**src/sfc_pkg.sv**
```systemverilog
// Shared constants of the standard fast pulse counter.
// Assumes a 32-bit APB register window with word-aligned byte offsets.
package sfc_pkg;

   // ------------------------------------------------------------
   // Register byte offsets
   // ------------------------------------------------------------
   localparam logic [7:0] SFC_OFS_COUNT_MODE_SELECT = 8'h00;
   localparam logic [7:0] SFC_OFS_PRESET_TRIGGER = 8'h04;
   localparam logic [7:0] SFC_OFS_PRESET_LOW_WORD = 8'h08;
   localparam logic [7:0] SFC_OFS_PRESET_HIGH_WORD = 8'h0c;
   localparam logic [7:0] SFC_OFS_PULSES_PER_REV = 8'h10;
   localparam logic [7:0] SFC_OFS_LIVE_COUNT_LOW = 8'h14;
   localparam logic [7:0] SFC_OFS_LIVE_COUNT_HIGH = 8'h18;
   localparam logic [7:0] SFC_OFS_LATCHED_COUNT_LOW = 8'h1c;
   localparam logic [7:0] SFC_OFS_LATCHED_COUNT_HIGH = 8'h20;
   localparam logic [7:0] SFC_OFS_INPUT_ONE_FUNCTION = 8'h24;
   localparam logic [7:0] SFC_OFS_INPUT_TWO_FUNCTION = 8'h28;
   localparam logic [7:0] SFC_OFS_INPUT_THREE_FUNCTION = 8'h2c;

   // ------------------------------------------------------------
   // Reset values and legal limits
   // ------------------------------------------------------------
   localparam logic [2:0] SFC_RST_COUNT_MODE = 3'h0;
   localparam logic [15:0] SFC_RST_PRESET_WORD = 16'h0000;
   localparam logic [15:0] SFC_RST_PULSES_PER_REV = 16'h0400;
   localparam logic [15:0] SFC_MAX_COUNT_MODE = 16'h0004;
   localparam logic [15:0] SFC_MAX_TRIGGER = 16'h0001;
   localparam logic [15:0] SFC_MAX_IN3_FUNC = 16'h0002;

   // ------------------------------------------------------------
   // Count modes and input functions
   // ------------------------------------------------------------
   localparam logic [2:0] SFC_MODE_OFF = 3'h0;
   localparam logic [2:0] SFC_MODE_QUAD = 3'h1;
   localparam logic [2:0] SFC_MODE_PULSE_DIR = 3'h2;
   localparam logic [2:0] SFC_MODE_UP_DOWN = 3'h3;
   localparam logic [2:0] SFC_MODE_UP_ONLY = 3'h4;
   localparam logic [1:0] SFC_IN3_GENERAL = 2'h0;
   localparam logic [1:0] SFC_IN3_CAP_RISE = 2'h1;
   localparam logic [1:0] SFC_IN3_CAP_FALL = 2'h2;

endpackage : sfc_pkg

```
**src/sfc_evt_if.sv**
```systemverilog
// Carrier between the register core and the pin decoder.
// Assumes both ends run on the same clock.
`timescale 1ns/1ns
interface sfc_evt_if;
   logic [2:0] mode;
   logic ch_a_en;
   logic ch_b_en;
   logic [1:0] cap_sel;
   logic count_up;
   logic count_down;
   logic capture;

   // Register core side
   modport core (output mode, output ch_a_en, output ch_b_en, output cap_sel,
                 input count_up, input count_down, input capture);
   // Pin decoder side
   modport dec (input mode, input ch_a_en, input ch_b_en, input cap_sel,
                output count_up, output count_down, output capture);
endinterface : sfc_evt_if

```
**src/sfc_edge_decode.sv**
```systemverilog
// Pin synchroniser and count-event decoder of the fast counter.
// Assumes asynchronous pins; events come out one cycle wide on clock.
`timescale 1ns/1ns
module sfc_edge_decode (
   // Clock and reset
   input wire logic clock,
   input wire logic reset_n,
   // Raw pins
   input wire logic counter_input_a,
   input wire logic counter_input_b,
   input wire logic capture_input,
   // Events to the core
   sfc_evt_if.dec ev
);
   import sfc_pkg::*;

   typedef struct packed {
      logic [2:0] s1;
      logic [2:0] s2;
      logic [2:0] prev;
   } sfc_dec_st_t;

   sfc_dec_st_t st_ff;
   sfc_dec_st_t nxt_st;
   logic a_cur, b_cur, a_old, b_old, c_cur, c_old;
   logic [1:0] quad;

   // ------------------------------------------------------------
   // Quadrature step: {up, down}; a skipped state counts nothing
   // ------------------------------------------------------------
   function automatic logic [1:0] sfc_quad_step(input logic [1:0] p, input logic [1:0] c);
      case ({p, c})
         4'b0010, 4'b1011, 4'b1101, 4'b0100: sfc_quad_step = 2'b10;
         4'b1000, 4'b1110, 4'b0111, 4'b0001: sfc_quad_step = 2'b01;
         default: sfc_quad_step = 2'b00;
      endcase
   endfunction : sfc_quad_step

   // Two-stage synchroniser, then a history stage for edges
   always_comb begin
      nxt_st.s1 = {capture_input, counter_input_b, counter_input_a};
      nxt_st.s2 = st_ff.s1;
      nxt_st.prev = st_ff.s2;
   end

   always_ff @(posedge clock or negedge reset_n) begin
      if (!reset_n) begin
         st_ff <= '0;
      end else begin
         st_ff <= nxt_st; // RL14
      end
   end

   // Channel gating: both samples gated alike, so enabling makes no edge
   assign a_cur = ev.ch_a_en & st_ff.s2[0]; // RL6
   assign a_old = ev.ch_a_en & st_ff.prev[0]; // RL6
   assign b_cur = ev.ch_b_en & st_ff.s2[1]; // RL6
   assign b_old = ev.ch_b_en & st_ff.prev[1]; // RL6
   assign c_cur = st_ff.s2[2];
   assign c_old = st_ff.prev[2];
   assign quad = (ev.ch_a_en & ev.ch_b_en) ? sfc_quad_step({a_old, b_old}, {a_cur, b_cur}) : 2'b00; // RL6

   // Mode decode of count events
   always_comb begin
      ev.count_up = 1'b0;
      ev.count_down = 1'b0;
      case (ev.mode)
         SFC_MODE_QUAD: begin
            ev.count_up = quad[1]; // RL1
            ev.count_down = quad[0]; // RL1
         end
         SFC_MODE_PULSE_DIR: begin
            // Direction low counts up
            ev.count_up = a_cur & !a_old & !b_cur; // RL2
            ev.count_down = a_cur & !a_old & b_cur; // RL2
         end
         SFC_MODE_UP_DOWN: begin
            ev.count_up = a_cur & !a_old; // RL3
            ev.count_down = b_cur & !b_old; // RL3
         end
         SFC_MODE_UP_ONLY: begin
            ev.count_up = a_cur & !a_old; // RL4
         end
         default: begin
            ev.count_up = 1'b0; // RL5
         end
      endcase
   end

   // Capture on the selected transition of the third input
   assign ev.capture = (ev.cap_sel == SFC_IN3_CAP_RISE) ? (c_cur & !c_old) :
                       (ev.cap_sel == SFC_IN3_CAP_FALL) ? (!c_cur & c_old) : 1'b0; // RL7

   // ------------------------------------------------------------
   // Checks
   // ------------------------------------------------------------
   a_up_only_nodown: assert property (@(posedge clock) disable iff (!reset_n) // RL4
      (ev.mode == SFC_MODE_UP_ONLY) |-> !ev.count_down)
      else $error("down event in up-only mode");
   a_updown_b_rise: assert property (@(posedge clock) disable iff (!reset_n) // RL3
      (ev.mode == SFC_MODE_UP_DOWN && ev.ch_b_en && st_ff.s2[1] && !st_ff.prev[1]) |-> ev.count_down)
      else $error("B rise did not count down");
   a_dir_from_b: assert property (@(posedge clock) disable iff (!reset_n) // RL2
      (ev.mode == SFC_MODE_PULSE_DIR && (ev.count_up || ev.count_down)) |-> (ev.count_down == b_cur))
      else $error("direction not taken from B");
   a_gate_chan_a: assert property (@(posedge clock) disable iff (!reset_n) // RL6
      !ev.ch_a_en |-> !ev.count_up)
      else $error("count from disabled channel A");
   a_quad_forward: assert property (@(posedge clock) disable iff (!reset_n) // RL1
      (ev.mode == SFC_MODE_QUAD && ev.ch_a_en && ev.ch_b_en && st_ff.prev[1:0] == 2'b00
       && st_ff.s2[1:0] == 2'b01) |-> ev.count_up)
      else $error("quadrature forward step missed");

endmodule : sfc_edge_decode

```
**src/sfc_counter.sv**
```systemverilog
// Standard fast pulse counter with its APB register file.
// Assumes one clock for bus and counter; pins may be asynchronous.
`timescale 1ns/1ns

// Contract
// [RL1] Mode 1 decodes A and B as quadrature, direction from phase.
// [RL2] Mode 2 counts A pulses, direction from level of B.
// [RL3] Mode 3: A pulses count up, B pulses count down.
// [RL4] Mode 4: A pulses count up, B ignored.
// [RL5] Mode register takes 0 to 4, resets to 0; 0 stops counting.
// [RL6] Only inputs one and two serve as channels, each by its function.
// [RL7] Input three captures count on chosen edge; capture readable separately.
// [RL8] Rising edge of the load bit presets the counter; levels do nothing.
// [RL9] Low preset word gives bits 15..0, range 0 to 65535, reset 0.
// [RL10] High preset word gives bits 31..16, reset 0.
// [RL11] Pulses per revolution takes 1 to 65535, resets to 1024.
// [RL12] Live count reads as separate low and high words.
// [RL13] Software must not preset while gearing follows this counter.
// [RL14] 32-bit two's-complement counter wraps silently; inputs sampled on clock.
module sfc_counter (
   // Clock and reset
   input wire logic clock,
   input wire logic reset_n,
   // APB slave
   input wire logic psel,
   input wire logic penable,
   input wire logic pwrite,
   input wire logic [7:0] paddr,
   input wire logic [31:0] pwdata,
   output logic [31:0] prdata,
   output logic pready,
   output logic pslverr,
   // Counter pins
   input wire logic counter_input_a,
   input wire logic counter_input_b,
   input wire logic capture_input,
   // Live state
   output logic [31:0] live_count,
   output logic [15:0] pulses_per_revolution
);
   import sfc_pkg::*;

   typedef struct packed {
      logic [2:0] mode;
      logic trig;
      logic trig_prev;
      logic [15:0] plo;
      logic [15:0] phi;
      logic [15:0] ppr;
      logic f1;
      logic f2;
      logic [1:0] f3;
      logic [31:0] count;
      logic [31:0] latch;
      logic [31:0] prdata;
      logic pready;
      logic pslverr;
   } sfc_top_st_t;

   sfc_top_st_t st_ff;
   sfc_top_st_t nxt_st;
   logic setup;
   logic wr;
   logic load_edge;
   logic mapped;
   logic [31:0] rdata;
   logic [15:0] wd;

   sfc_evt_if ev ();

   // ------------------------------------------------------------
   // Pin decoder
   // ------------------------------------------------------------
   sfc_edge_decode u_dec (
      .clock(clock),
      .reset_n(reset_n),
      .counter_input_a(counter_input_a),
      .counter_input_b(counter_input_b),
      .capture_input(capture_input),
      .ev(ev.dec)
   );

   // Configuration steering the decoder
   assign ev.mode = st_ff.mode; // RL5
   assign ev.ch_a_en = st_ff.f1; // RL6
   assign ev.ch_b_en = st_ff.f2; // RL6
   assign ev.cap_sel = st_ff.f3; // RL7

   // ------------------------------------------------------------
   // Bus decode
   // ------------------------------------------------------------
   // Setup phase loads read data; access phase answers with no wait
   assign setup = psel & !penable;
   assign wr = psel & penable & st_ff.pready & pwrite;
   assign wd = pwdata[15:0];
   assign load_edge = st_ff.trig & !st_ff.trig_prev; // RL8

   // Read mux; narrow registers read zero above their width
   // No snapshot: a carry between the two word reads can tear them
   always_comb begin
      rdata = 32'h0000_0000;
      mapped = 1'b1;
      case (paddr)
         SFC_OFS_COUNT_MODE_SELECT: rdata = {29'h0000_0000, st_ff.mode};
         SFC_OFS_PRESET_TRIGGER: rdata = {31'h0000_0000, st_ff.trig};
         SFC_OFS_PRESET_LOW_WORD: rdata = {16'h0000, st_ff.plo};
         SFC_OFS_PRESET_HIGH_WORD: rdata = {16'h0000, st_ff.phi};
         SFC_OFS_PULSES_PER_REV: rdata = {16'h0000, st_ff.ppr};
         SFC_OFS_LIVE_COUNT_LOW: rdata = {16'h0000, st_ff.count[15:0]}; // RL12
         SFC_OFS_LIVE_COUNT_HIGH: rdata = {16'h0000, st_ff.count[31:16]}; // RL12
         SFC_OFS_LATCHED_COUNT_LOW: rdata = {16'h0000, st_ff.latch[15:0]}; // RL7
         SFC_OFS_LATCHED_COUNT_HIGH: rdata = {16'h0000, st_ff.latch[31:16]}; // RL7
         SFC_OFS_INPUT_ONE_FUNCTION: rdata = {31'h0000_0000, st_ff.f1};
         SFC_OFS_INPUT_TWO_FUNCTION: rdata = {31'h0000_0000, st_ff.f2};
         SFC_OFS_INPUT_THREE_FUNCTION: rdata = {30'h0000_0000, st_ff.f3};
         default: begin
            mapped = 1'b0;
         end
      endcase
   end

   // ------------------------------------------------------------
   // Next state
   // ------------------------------------------------------------
   always_comb begin
      nxt_st = st_ff;
      nxt_st.pready = setup;
      nxt_st.pslverr = setup & !mapped;
      if (setup) begin
         nxt_st.prdata = rdata;
      end
      nxt_st.trig_prev = st_ff.trig;

      // Register writes; out-of-range mode, trigger, pulses-per-revolution and input three values are dropped, old value kept
      if (wr && mapped) begin
         case (paddr)
            SFC_OFS_COUNT_MODE_SELECT: begin
               if (wd <= SFC_MAX_COUNT_MODE) begin
                  nxt_st.mode = wd[2:0]; // RL5
               end
            end
            SFC_OFS_PRESET_TRIGGER: begin
               if (wd <= SFC_MAX_TRIGGER) begin
                  nxt_st.trig = wd[0]; // RL8
               end
            end
            SFC_OFS_PRESET_LOW_WORD: nxt_st.plo = wd; // RL9
            SFC_OFS_PRESET_HIGH_WORD: nxt_st.phi = wd; // RL10
            SFC_OFS_PULSES_PER_REV: begin
               if (wd != 16'h0000) begin
                  nxt_st.ppr = wd; // RL11
               end
            end
            SFC_OFS_INPUT_ONE_FUNCTION: nxt_st.f1 = wd[0]; // RL6
            SFC_OFS_INPUT_TWO_FUNCTION: nxt_st.f2 = wd[0]; // RL6
            SFC_OFS_INPUT_THREE_FUNCTION: begin
               if (wd <= SFC_MAX_IN3_FUNC) begin
                  nxt_st.f3 = wd[1:0]; // RL7
               end
            end
            default: begin
               nxt_st.pslverr = 1'b0;
            end
         endcase
      end

      // Capture takes the count before this cycle's step
      if (ev.capture) begin
         nxt_st.latch = st_ff.count; // RL7
      end

      // Nothing blocks a preset while gearing follows; software must avoid it
      // Preset wins over a pulse in the same cycle; that pulse is lost
      if (load_edge) begin
         nxt_st.count = {st_ff.phi, st_ff.plo}; // RL8
      end else if (ev.count_up && !ev.count_down) begin
         nxt_st.count = st_ff.count + 32'h0000_0001; // RL14
      end else if (ev.count_down && !ev.count_up) begin
         nxt_st.count = st_ff.count - 32'h0000_0001; // RL14
      end
   end

   // State register
   always_ff @(posedge clock or negedge reset_n) begin
      if (!reset_n) begin
         st_ff <= '0;
         st_ff.mode <= SFC_RST_COUNT_MODE; // RL5
         st_ff.plo <= SFC_RST_PRESET_WORD; // RL9
         st_ff.phi <= SFC_RST_PRESET_WORD; // RL10
         st_ff.ppr <= SFC_RST_PULSES_PER_REV; // RL11
      end else begin
         st_ff <= nxt_st;
      end
   end

   // Outputs straight from state
   assign prdata = st_ff.prdata;
   assign pready = st_ff.pready;
   assign pslverr = st_ff.pslverr;
   assign live_count = st_ff.count;
   assign pulses_per_revolution = st_ff.ppr;

   // ------------------------------------------------------------
   // Checks
   // ------------------------------------------------------------
   a_preset_load: assert property (@(posedge clock) disable iff (!reset_n) // RL8
      load_edge
      |=> (st_ff.count == {$past(st_ff.phi), $past(st_ff.plo)}))
      else $error("preset not loaded on rising load bit");

   a_level_no_load: assert property (@(posedge clock) disable iff (!reset_n) // RL8
      (st_ff.trig && st_ff.trig_prev && !ev.count_up && !ev.count_down)
      |=> $stable(st_ff.count))
      else $error("count changed while load bit held");

   a_preset_low_bits: assert property (@(posedge clock) disable iff (!reset_n) // RL9
      load_edge
      |=> (st_ff.count[15:0] == $past(st_ff.plo)))
      else $error("low preset word not in bits 15..0");

   a_preset_high_bits: assert property (@(posedge clock) disable iff (!reset_n) // RL10
      load_edge
      |=> (st_ff.count[31:16] == $past(st_ff.phi)))
      else $error("high preset word not in bits 31..16");

   a_mode_legal: assert property (@(posedge clock) disable iff (!reset_n) // RL5
      (st_ff.mode <= SFC_MODE_UP_ONLY))
      else $error("count mode outside 0 to 4");

   a_mode_off_hold: assert property (@(posedge clock) disable iff (!reset_n) // RL5
      (st_ff.mode == SFC_MODE_OFF && !load_edge)
      |=> (st_ff.count == $past(st_ff.count)))
      else $error("counting while disabled");

   a_ppr_nonzero: assert property (@(posedge clock) disable iff (!reset_n) // RL11
      (st_ff.ppr != 16'h0000))
      else $error("pulses per revolution is zero");

   a_count_wraps: assert property (@(posedge clock) disable iff (!reset_n) // RL14
      (ev.count_up && !ev.count_down && !load_edge)
      |=> (st_ff.count == $past(st_ff.count) + 32'h0000_0001))
      else $error("up step wrong");

   a_capture_value: assert property (@(posedge clock) disable iff (!reset_n) // RL7
      ev.capture
      |=> (st_ff.latch == $past(st_ff.count)))
      else $error("capture did not hold the count");

   a_read_live_high: assert property (@(posedge clock) disable iff (!reset_n) // RL12
      (setup && paddr == SFC_OFS_LIVE_COUNT_HIGH)
      |=> (prdata == {16'h0000, $past(st_ff.count[31:16])}))
      else $error("live high word read wrong");

   // ------------------------------------------------------------
   // Register and step checks
   // ------------------------------------------------------------
   a_down_step: assert property (@(posedge clock) disable iff (!reset_n) // RL14
      (ev.count_down && !ev.count_up && !load_edge)
      |=> (st_ff.count == $past(st_ff.count) - 32'h0000_0001))
      else $error("down step wrong");

   a_latch_holds: assert property (@(posedge clock) disable iff (!reset_n) // RL7
      !ev.capture
      |=> $stable(st_ff.latch))
      else $error("latch moved without capture");

   a_chan_b_gate: assert property (@(posedge clock) disable iff (!reset_n) // RL6
      (!ev.ch_b_en && ev.mode == SFC_MODE_UP_DOWN)
      |-> !ev.count_down)
      else $error("count from disabled channel B");

   a_mode_refused: assert property (@(posedge clock) disable iff (!reset_n) // RL5
      (wr && paddr == SFC_OFS_COUNT_MODE_SELECT && wd > SFC_MAX_COUNT_MODE)
      |=> $stable(st_ff.mode))
      else $error("illegal mode taken");

   a_mode_taken: assert property (@(posedge clock) disable iff (!reset_n) // RL5
      (wr && paddr == SFC_OFS_COUNT_MODE_SELECT && wd <= SFC_MAX_COUNT_MODE)
      |=> (st_ff.mode == $past(wd[2:0])))
      else $error("legal mode not taken");

   a_ppr_zero_kept: assert property (@(posedge clock) disable iff (!reset_n) // RL11
      (wr && paddr == SFC_OFS_PULSES_PER_REV && wd == 16'h0000)
      |=> $stable(st_ff.ppr))
      else $error("zero pulses per revolution taken");

   a_ppr_taken: assert property (@(posedge clock) disable iff (!reset_n) // RL11
      (wr && paddr == SFC_OFS_PULSES_PER_REV && wd != 16'h0000)
      |=> (st_ff.ppr == $past(wd)))
      else $error("pulses per revolution not taken");

   a_low_word_taken: assert property (@(posedge clock) disable iff (!reset_n) // RL9
      (wr && paddr == SFC_OFS_PRESET_LOW_WORD)
      |=> (st_ff.plo == $past(wd)))
      else $error("low preset word not taken");

   a_high_word_taken: assert property (@(posedge clock) disable iff (!reset_n) // RL10
      (wr && paddr == SFC_OFS_PRESET_HIGH_WORD)
      |=> (st_ff.phi == $past(wd)))
      else $error("high preset word not taken");

   a_read_live_low: assert property (@(posedge clock) disable iff (!reset_n) // RL12
      (setup && paddr == SFC_OFS_LIVE_COUNT_LOW)
      |=> (prdata == {16'h0000, $past(st_ff.count[15:0])}))
      else $error("live low word read wrong");

   a_read_latch_low: assert property (@(posedge clock) disable iff (!reset_n) // RL7
      (setup && paddr == SFC_OFS_LATCHED_COUNT_LOW)
      |=> (prdata == {16'h0000, $past(st_ff.latch[15:0])}))
      else $error("latched low word read wrong");

endmodule : sfc_counter

```
**config.mk**
```make
export PLATFORM = sky130hd
export DESIGN_NAME = sfc_counter
export DESIGN_NICKNAME = d
export VERILOG_FILES = /design/src/sfc_pkg.sv /design/src/sfc_evt_if.sv /design/src/sfc_edge_decode.sv /design/src/sfc_counter.sv
export SDC_FILE = /design/constraint.sdc
export NUM_CORES = 1
export LEC_CHECK = 0
export CORE_MARGIN = 2
export CORE_UTILIZATION = 45
export CTS_BUF_LIST = sky130_fd_sc_hd__clkbuf_2 sky130_fd_sc_hd__clkbuf_4 sky130_fd_sc_hd__clkbuf_8
export CTS_CLUSTER_SIZE = 30
export DETAILED_ROUTE_END_ITERATION = 8
export DONT_BUFFER_PORTS = 1
export SLEW_MARGIN = 20
export SYNTH_ARGS = -nofsm -noshare
export SYNTH_HDL_FRONTEND = slang
export SYNTH_HIERARCHICAL = 1
export SYNTH_SLANG_ARGS = --single-unit
```
**constraint.sdc**
```tcl
create_clock -name clock -period 5.1 [get_ports clock]
set_input_delay 0.255 -clock clock [delete_from_list [all_inputs] [get_ports clock]]
set_output_delay 0.255 -clock clock [all_outputs]
set_load 0.03 [all_outputs]
```
==> results.md <==
- The total negative slack for setup checks is 0 ns.
- Counting the buffers created by CTS gives 17.
- The floorplan row count is 51.
- The detail-routed net length per standard cell is 22.9 um.
- The highest metal layer with signal wires is met4.
- STA classifies the critical path startpoint as a flop.
- Summed over all layers, the routed wires come to 25.2 mm.
- The initial utilization of the core area, before any placement, comes to 0.455.
- The count of buffers added on input and output ports is 0.
- The detailed router finished its first iteration with 724 violations.
- The fraction of registers with async set or reset after synthesis is 1.00.
- The core region is 19300 um2.
- On the critical path, the stage with the largest delay is an instance of sky130_fd_sc_hd__or4b_1.
- The total number of yosys warnings is 6.
- The top cell types in the final layout, fill and taps aside, are sky130_fd_sc_hd__dfrtp_1, sky130_fd_sc_hd__mux2_2, sky130_fd_sc_hd__a21oi_1.
- The number of antenna violations at the first check in global routing was 0.
- The vias after detailed routing is 6774.
- Traced cell by cell, the critical path runs through xnor2_1, o2bb2ai_1, a22oi_1, o21ai_1, nand2b_1, buf_4, ha_1, a21o_1, a31o_1, o21ai_2, o211ai_4, o2111ai_2, a31oi_1, or4b_1, a21oi_1, and3b_1.
- Global routing finished with a remaining overflow of 0.
- Setup repair after global routing left no endpoint under its margin.
- The power density relative to cell area is 235 nW/um2.
- Yosys mapped a number of flops with a built-in enable equal to 0.
- Ranked by total cell area, the synthesized netlist is headed by sky130_fd_sc_hd__dfrtp_1, sky130_fd_sc_hd__mux2_2, sky130_fd_sc_hd__buf_4, sky130_fd_sc_hd__ha_1, sky130_fd_sc_hd__a21oi_1.
- 130 I/O pins were placed.
- The detailed route wirelength on metal2 is 11.3 mm.
- The die outline area is 20700 um2.
- The flow ran to the end, and the final reports show no timing, DRC or antenna violations.
- Setup slack closes at 0.518 ns.
- The headroom to the max-slew limit is 0.266.
- The time the worst path needs with I/O delays and setup is 4.58 ns.
- The type of the most critical hold path is in -> reg.
- Routability-driven placement finished with a final weighted congestion of 0.864.
- The post-detailed-route via-to-cell ratio is 6.15.
- The maximum root-to-sink buffer count is 2.
- The delay contributed by the slowest stage of the critical path is 0.52 ns.
- The sum of routed wire segments on met1 is 11.0 mm.
- The data required time at the worst endpoint is 5.44 ns.
- IR analysis of the VDD net gives a maximum drop of 0.000125 V.
- The met3 layer wire length in the routed design is 2.42 mm.
- TritonCTS built the clock tree.
- Entering global routing, the biggest net connects 149 pins.
- Compared with the post-synthesis result, the final layout area differs by 4.91%.
- Once detail routing completed, the nets flagged for antenna violations numbered 0.
- The number of instances in the synthesized netlist is 867.
- The most common cell after layout, fill and taps aside is sky130_fd_sc_hd__dfrtp_1.
- The via count of the first global-routing pass was 6576.
- In the final layout, the share of cells above drive strength 1 is 0.184.
- The x dimension of the die is 144 um.
- The number of H-tree levels is 4.
- At the pin with the least slew margin, the transition time is 1.10 ns.
- The number of unique standard cell types used by synthesis is 70.
- The clock slew seen by the registers of the worst setup and hold paths is 0.09 ns.
- After detailed routing, the number of remaining DRC violations is 0.
- The first global-routing pass estimated 38.8 mm of wire.
- The max-cap violation count is 0.
- The final clock period utilization by the worst path is 0.899.
- The cell area after synthesis is 8790 um2.
- The worst setup path is captured at a flop.
- The final count of pins violating max slew is 0.
- The count of fill cells added during filler insertion is 1798.
- In this run the static leakage power is 4.46 nW.
- The proportion of netlist area held by the largest area contributor is 0.418.
- The clock latency on the worst-skew pair is 0.45 ns.
- The synthesized area per cell is 10.1 um2.
- The sequential-to-total area share from yosys stat is 0.421.
- The number of setup buffers added after CTS is 0.
- The arrival time at the worst endpoint is 4.92 ns.
- The worst setup slack after placement is 0.601 ns.
- Measured along the y axis, the die boundary spans 144 um.
- The tree built by TritonCTS fans out to 148 sinks.
- The setup path with the least slack is of type reg -> reg.
- The half-perimeter wire length after placement is 17.8 mm.
- The clock tree skew after final layout is 0.0143 ns.
- The net count of the finished layout is 905.
- The dominant register cell in the synthesized netlist is sky130_fd_sc_hd__dfrtp_1.
- The number of failing setup endpoints in the final timing report is 0.
- CTS placed an instance of sky130_fd_sc_hd__clkbuf_8 at the clock tree root.
- The hold violation total from the final report is 0.
- The synthesized design contains 148 register bits.
- Along the worst path, the maximum fanout reaches 34.
- For this run, the total global-route usage over all layers was measured as 0.248.
- For this run, the top clock speed supported by timing is 0.218 GHz.
- The number of search-and-repair iterations in the first detailed-routing pass is 7.
- The largest total area in the synthesized netlist belongs to sky130_fd_sc_hd__dfrtp_1.
## state kept, by name (all words and copies together), names as in the netlist
signal,flops
ev.mode,3
u_dec/nxt_st,5
ev.cap_sel,2
st_ff,65
pulses_per_revolution,16
ev.ch_a_en,1
ev.ch_b_en,1
u_dec/c_old,1
nxt_st,1
u_dec/st_ff,2
pready,1
prdata,16
u_dec/c_cur,1
live_count,32
pslverr,1
## synth_stat cells (4+ instances only)
cell type                  count
sky130_fd_sc_hd__buf_2         4
sky130_fd_sc_hd__nand3b_1      5
sky130_fd_sc_hd__a21oi_1      65
sky130_fd_sc_hd__mux2_2       81
sky130_fd_sc_hd__a31oi_1      23
sky130_fd_sc_hd__nand2b_1      4
sky130_fd_sc_hd__buf_1         4
sky130_fd_sc_hd__a22o_1       10
sky130_fd_sc_hd__nor2_1       60
sky130_fd_sc_hd__nor3_1       16
sky130_fd_sc_hd__ha_1         33
sky130_fd_sc_hd__a22oi_1      16
sky130_fd_sc_hd__nor2b_1      10
sky130_fd_sc_hd__o21ai_0      33
sky130_fd_sc_hd__nand4_1       6
sky130_fd_sc_hd__buf_4        80
sky130_fd_sc_hd__a21o_1       26
sky130_fd_sc_hd__clkbuf_1     28
sky130_fd_sc_hd__or3_1         4
sky130_fd_sc_hd__nand3_1      11
sky130_fd_sc_hd__nor4_1        8
sky130_fd_sc_hd__inv_1        13
sky130_fd_sc_hd__dfrtp_1     147
sky130_fd_sc_hd__mux2i_1       5
sky130_fd_sc_hd__o21ai_1       4
sky130_fd_sc_hd__mux2_1        5
sky130_fd_sc_hd__nand2_1      59
sky130_fd_sc_hd__a222oi_1     20
sky130_fd_sc_hd__o21bai_1      4
sky130_fd_sc_hd__xor2_1        9
sky130_fd_sc_hd__xnor2_1      19
## cell families after synthesis
| group | after synthesis | share of synthesized area |
|---|---|---|
| compound gates | 223 | 0.171 |
| simple gates | 211 | 0.120 |
| flops | 148 | 0.421 |
| buf+inv | 130 | 0.0914 |
| mux | 92 | 0.118 |
| fa+ha+maj | 34 | 0.0492 |
| xor+xnor | 28 | 0.0279 |
| other cells | 1 | 0.000427 |
## layout make-up
| cell class | count | area [um2] | share of cell area |
|---|---|---|---|
| Clock inverter | 12 | 120 | 0.0130 |
| Tap cell | 265 | 332 | 0.0360 |
| Clock buffer | 20 | 275 | 0.0298 |
| Multi-Input combinational cell | 604 | 4370 | 0.474 |
| Timing Repair Buffer | 39 | 368 | 0.0399 |
| Antenna cell | 1 | 2.50 | 0.000271 |
| Sequential cell | 148 | 3700 | 0.402 |
| Inverter | 13 | 48.8 | 0.00529 |
## power breakdown
group	leakage, nW	total [mW]	switching (mW)	internal (mW)
Clock	0.185	0.900	0.468	0.432
Combinational	2.23	0.0839	0.0617	0.0221
Sequential	2.04	1.18	0.00524	1.18
Total	4.46	2.17	0.535	1.63
## worst paths after layout
check / depth (start not counted) / end / slack, ns / startpoint
worst max-delay path: 16 / live_count[31] / 0.52 / u_dec/nxt_st[0]
worst min-delay path: 2 / pslverr / 0.07 / paddr[6]
worst max register to register: 16 / live_count[31] / 0.52 / u_dec/nxt_st[0]
worst min register to register: 0 / u_dec/c_cur / 0.35 / u_dec/nxt_st[5]
max in group asynchronous: 2 / pulses_per_revolution[13] / 4.09 / reset_n
min in group asynchronous: 2 / u_dec/nxt_st[0] / 0.43 / reset_n
## through the flow
step | cell area, um2 | util | std cells | hold slack [ns] | power (mW)
final | 9220 | 0.477 | 1102 | 0.0710 | 2.17
after global routing | 9220 | 0.477 | 1101 | 0.0623 | 2.25
after floorplan | 8850 | - | 882 | -0.0406 | 1.25
after detailed placement | 8580 | 0.444 | 1046 | -0.0380 | 1.24
after global placement | 8570 | 0.443 | 1046 | -0.0377 | 1.24
after CTS | 9220 | 0.477 | 1101 | 0.0477 | 2.18
## per-layer routing
metal	vias up	GRT usage
met3	39	0.0643
met4	0	0.0857
met2	334	0.375
li1	3014	-
met5	-	0
met1	3387	0.346
## worst max-delay path, delay by kind of cell (launching register included)
kind | cells | cell delay [ns]
buffers and inverters | 1 | 0.39
and+or+nand+nor | 3 | 0.88
xor gates and xnor gates | 1 | 0.26
AOI/OAI and AO/OA | 10 | 2.12
DFF | 1 | 0.44
adders and majority gates | 1 | 0.37
## repair_timing
action,CTS,global route
gates resized for setup,0,0
endpoints found under the hold margin,208,0
hold buffers,23,0
Power figures use the tool's default switching activity.
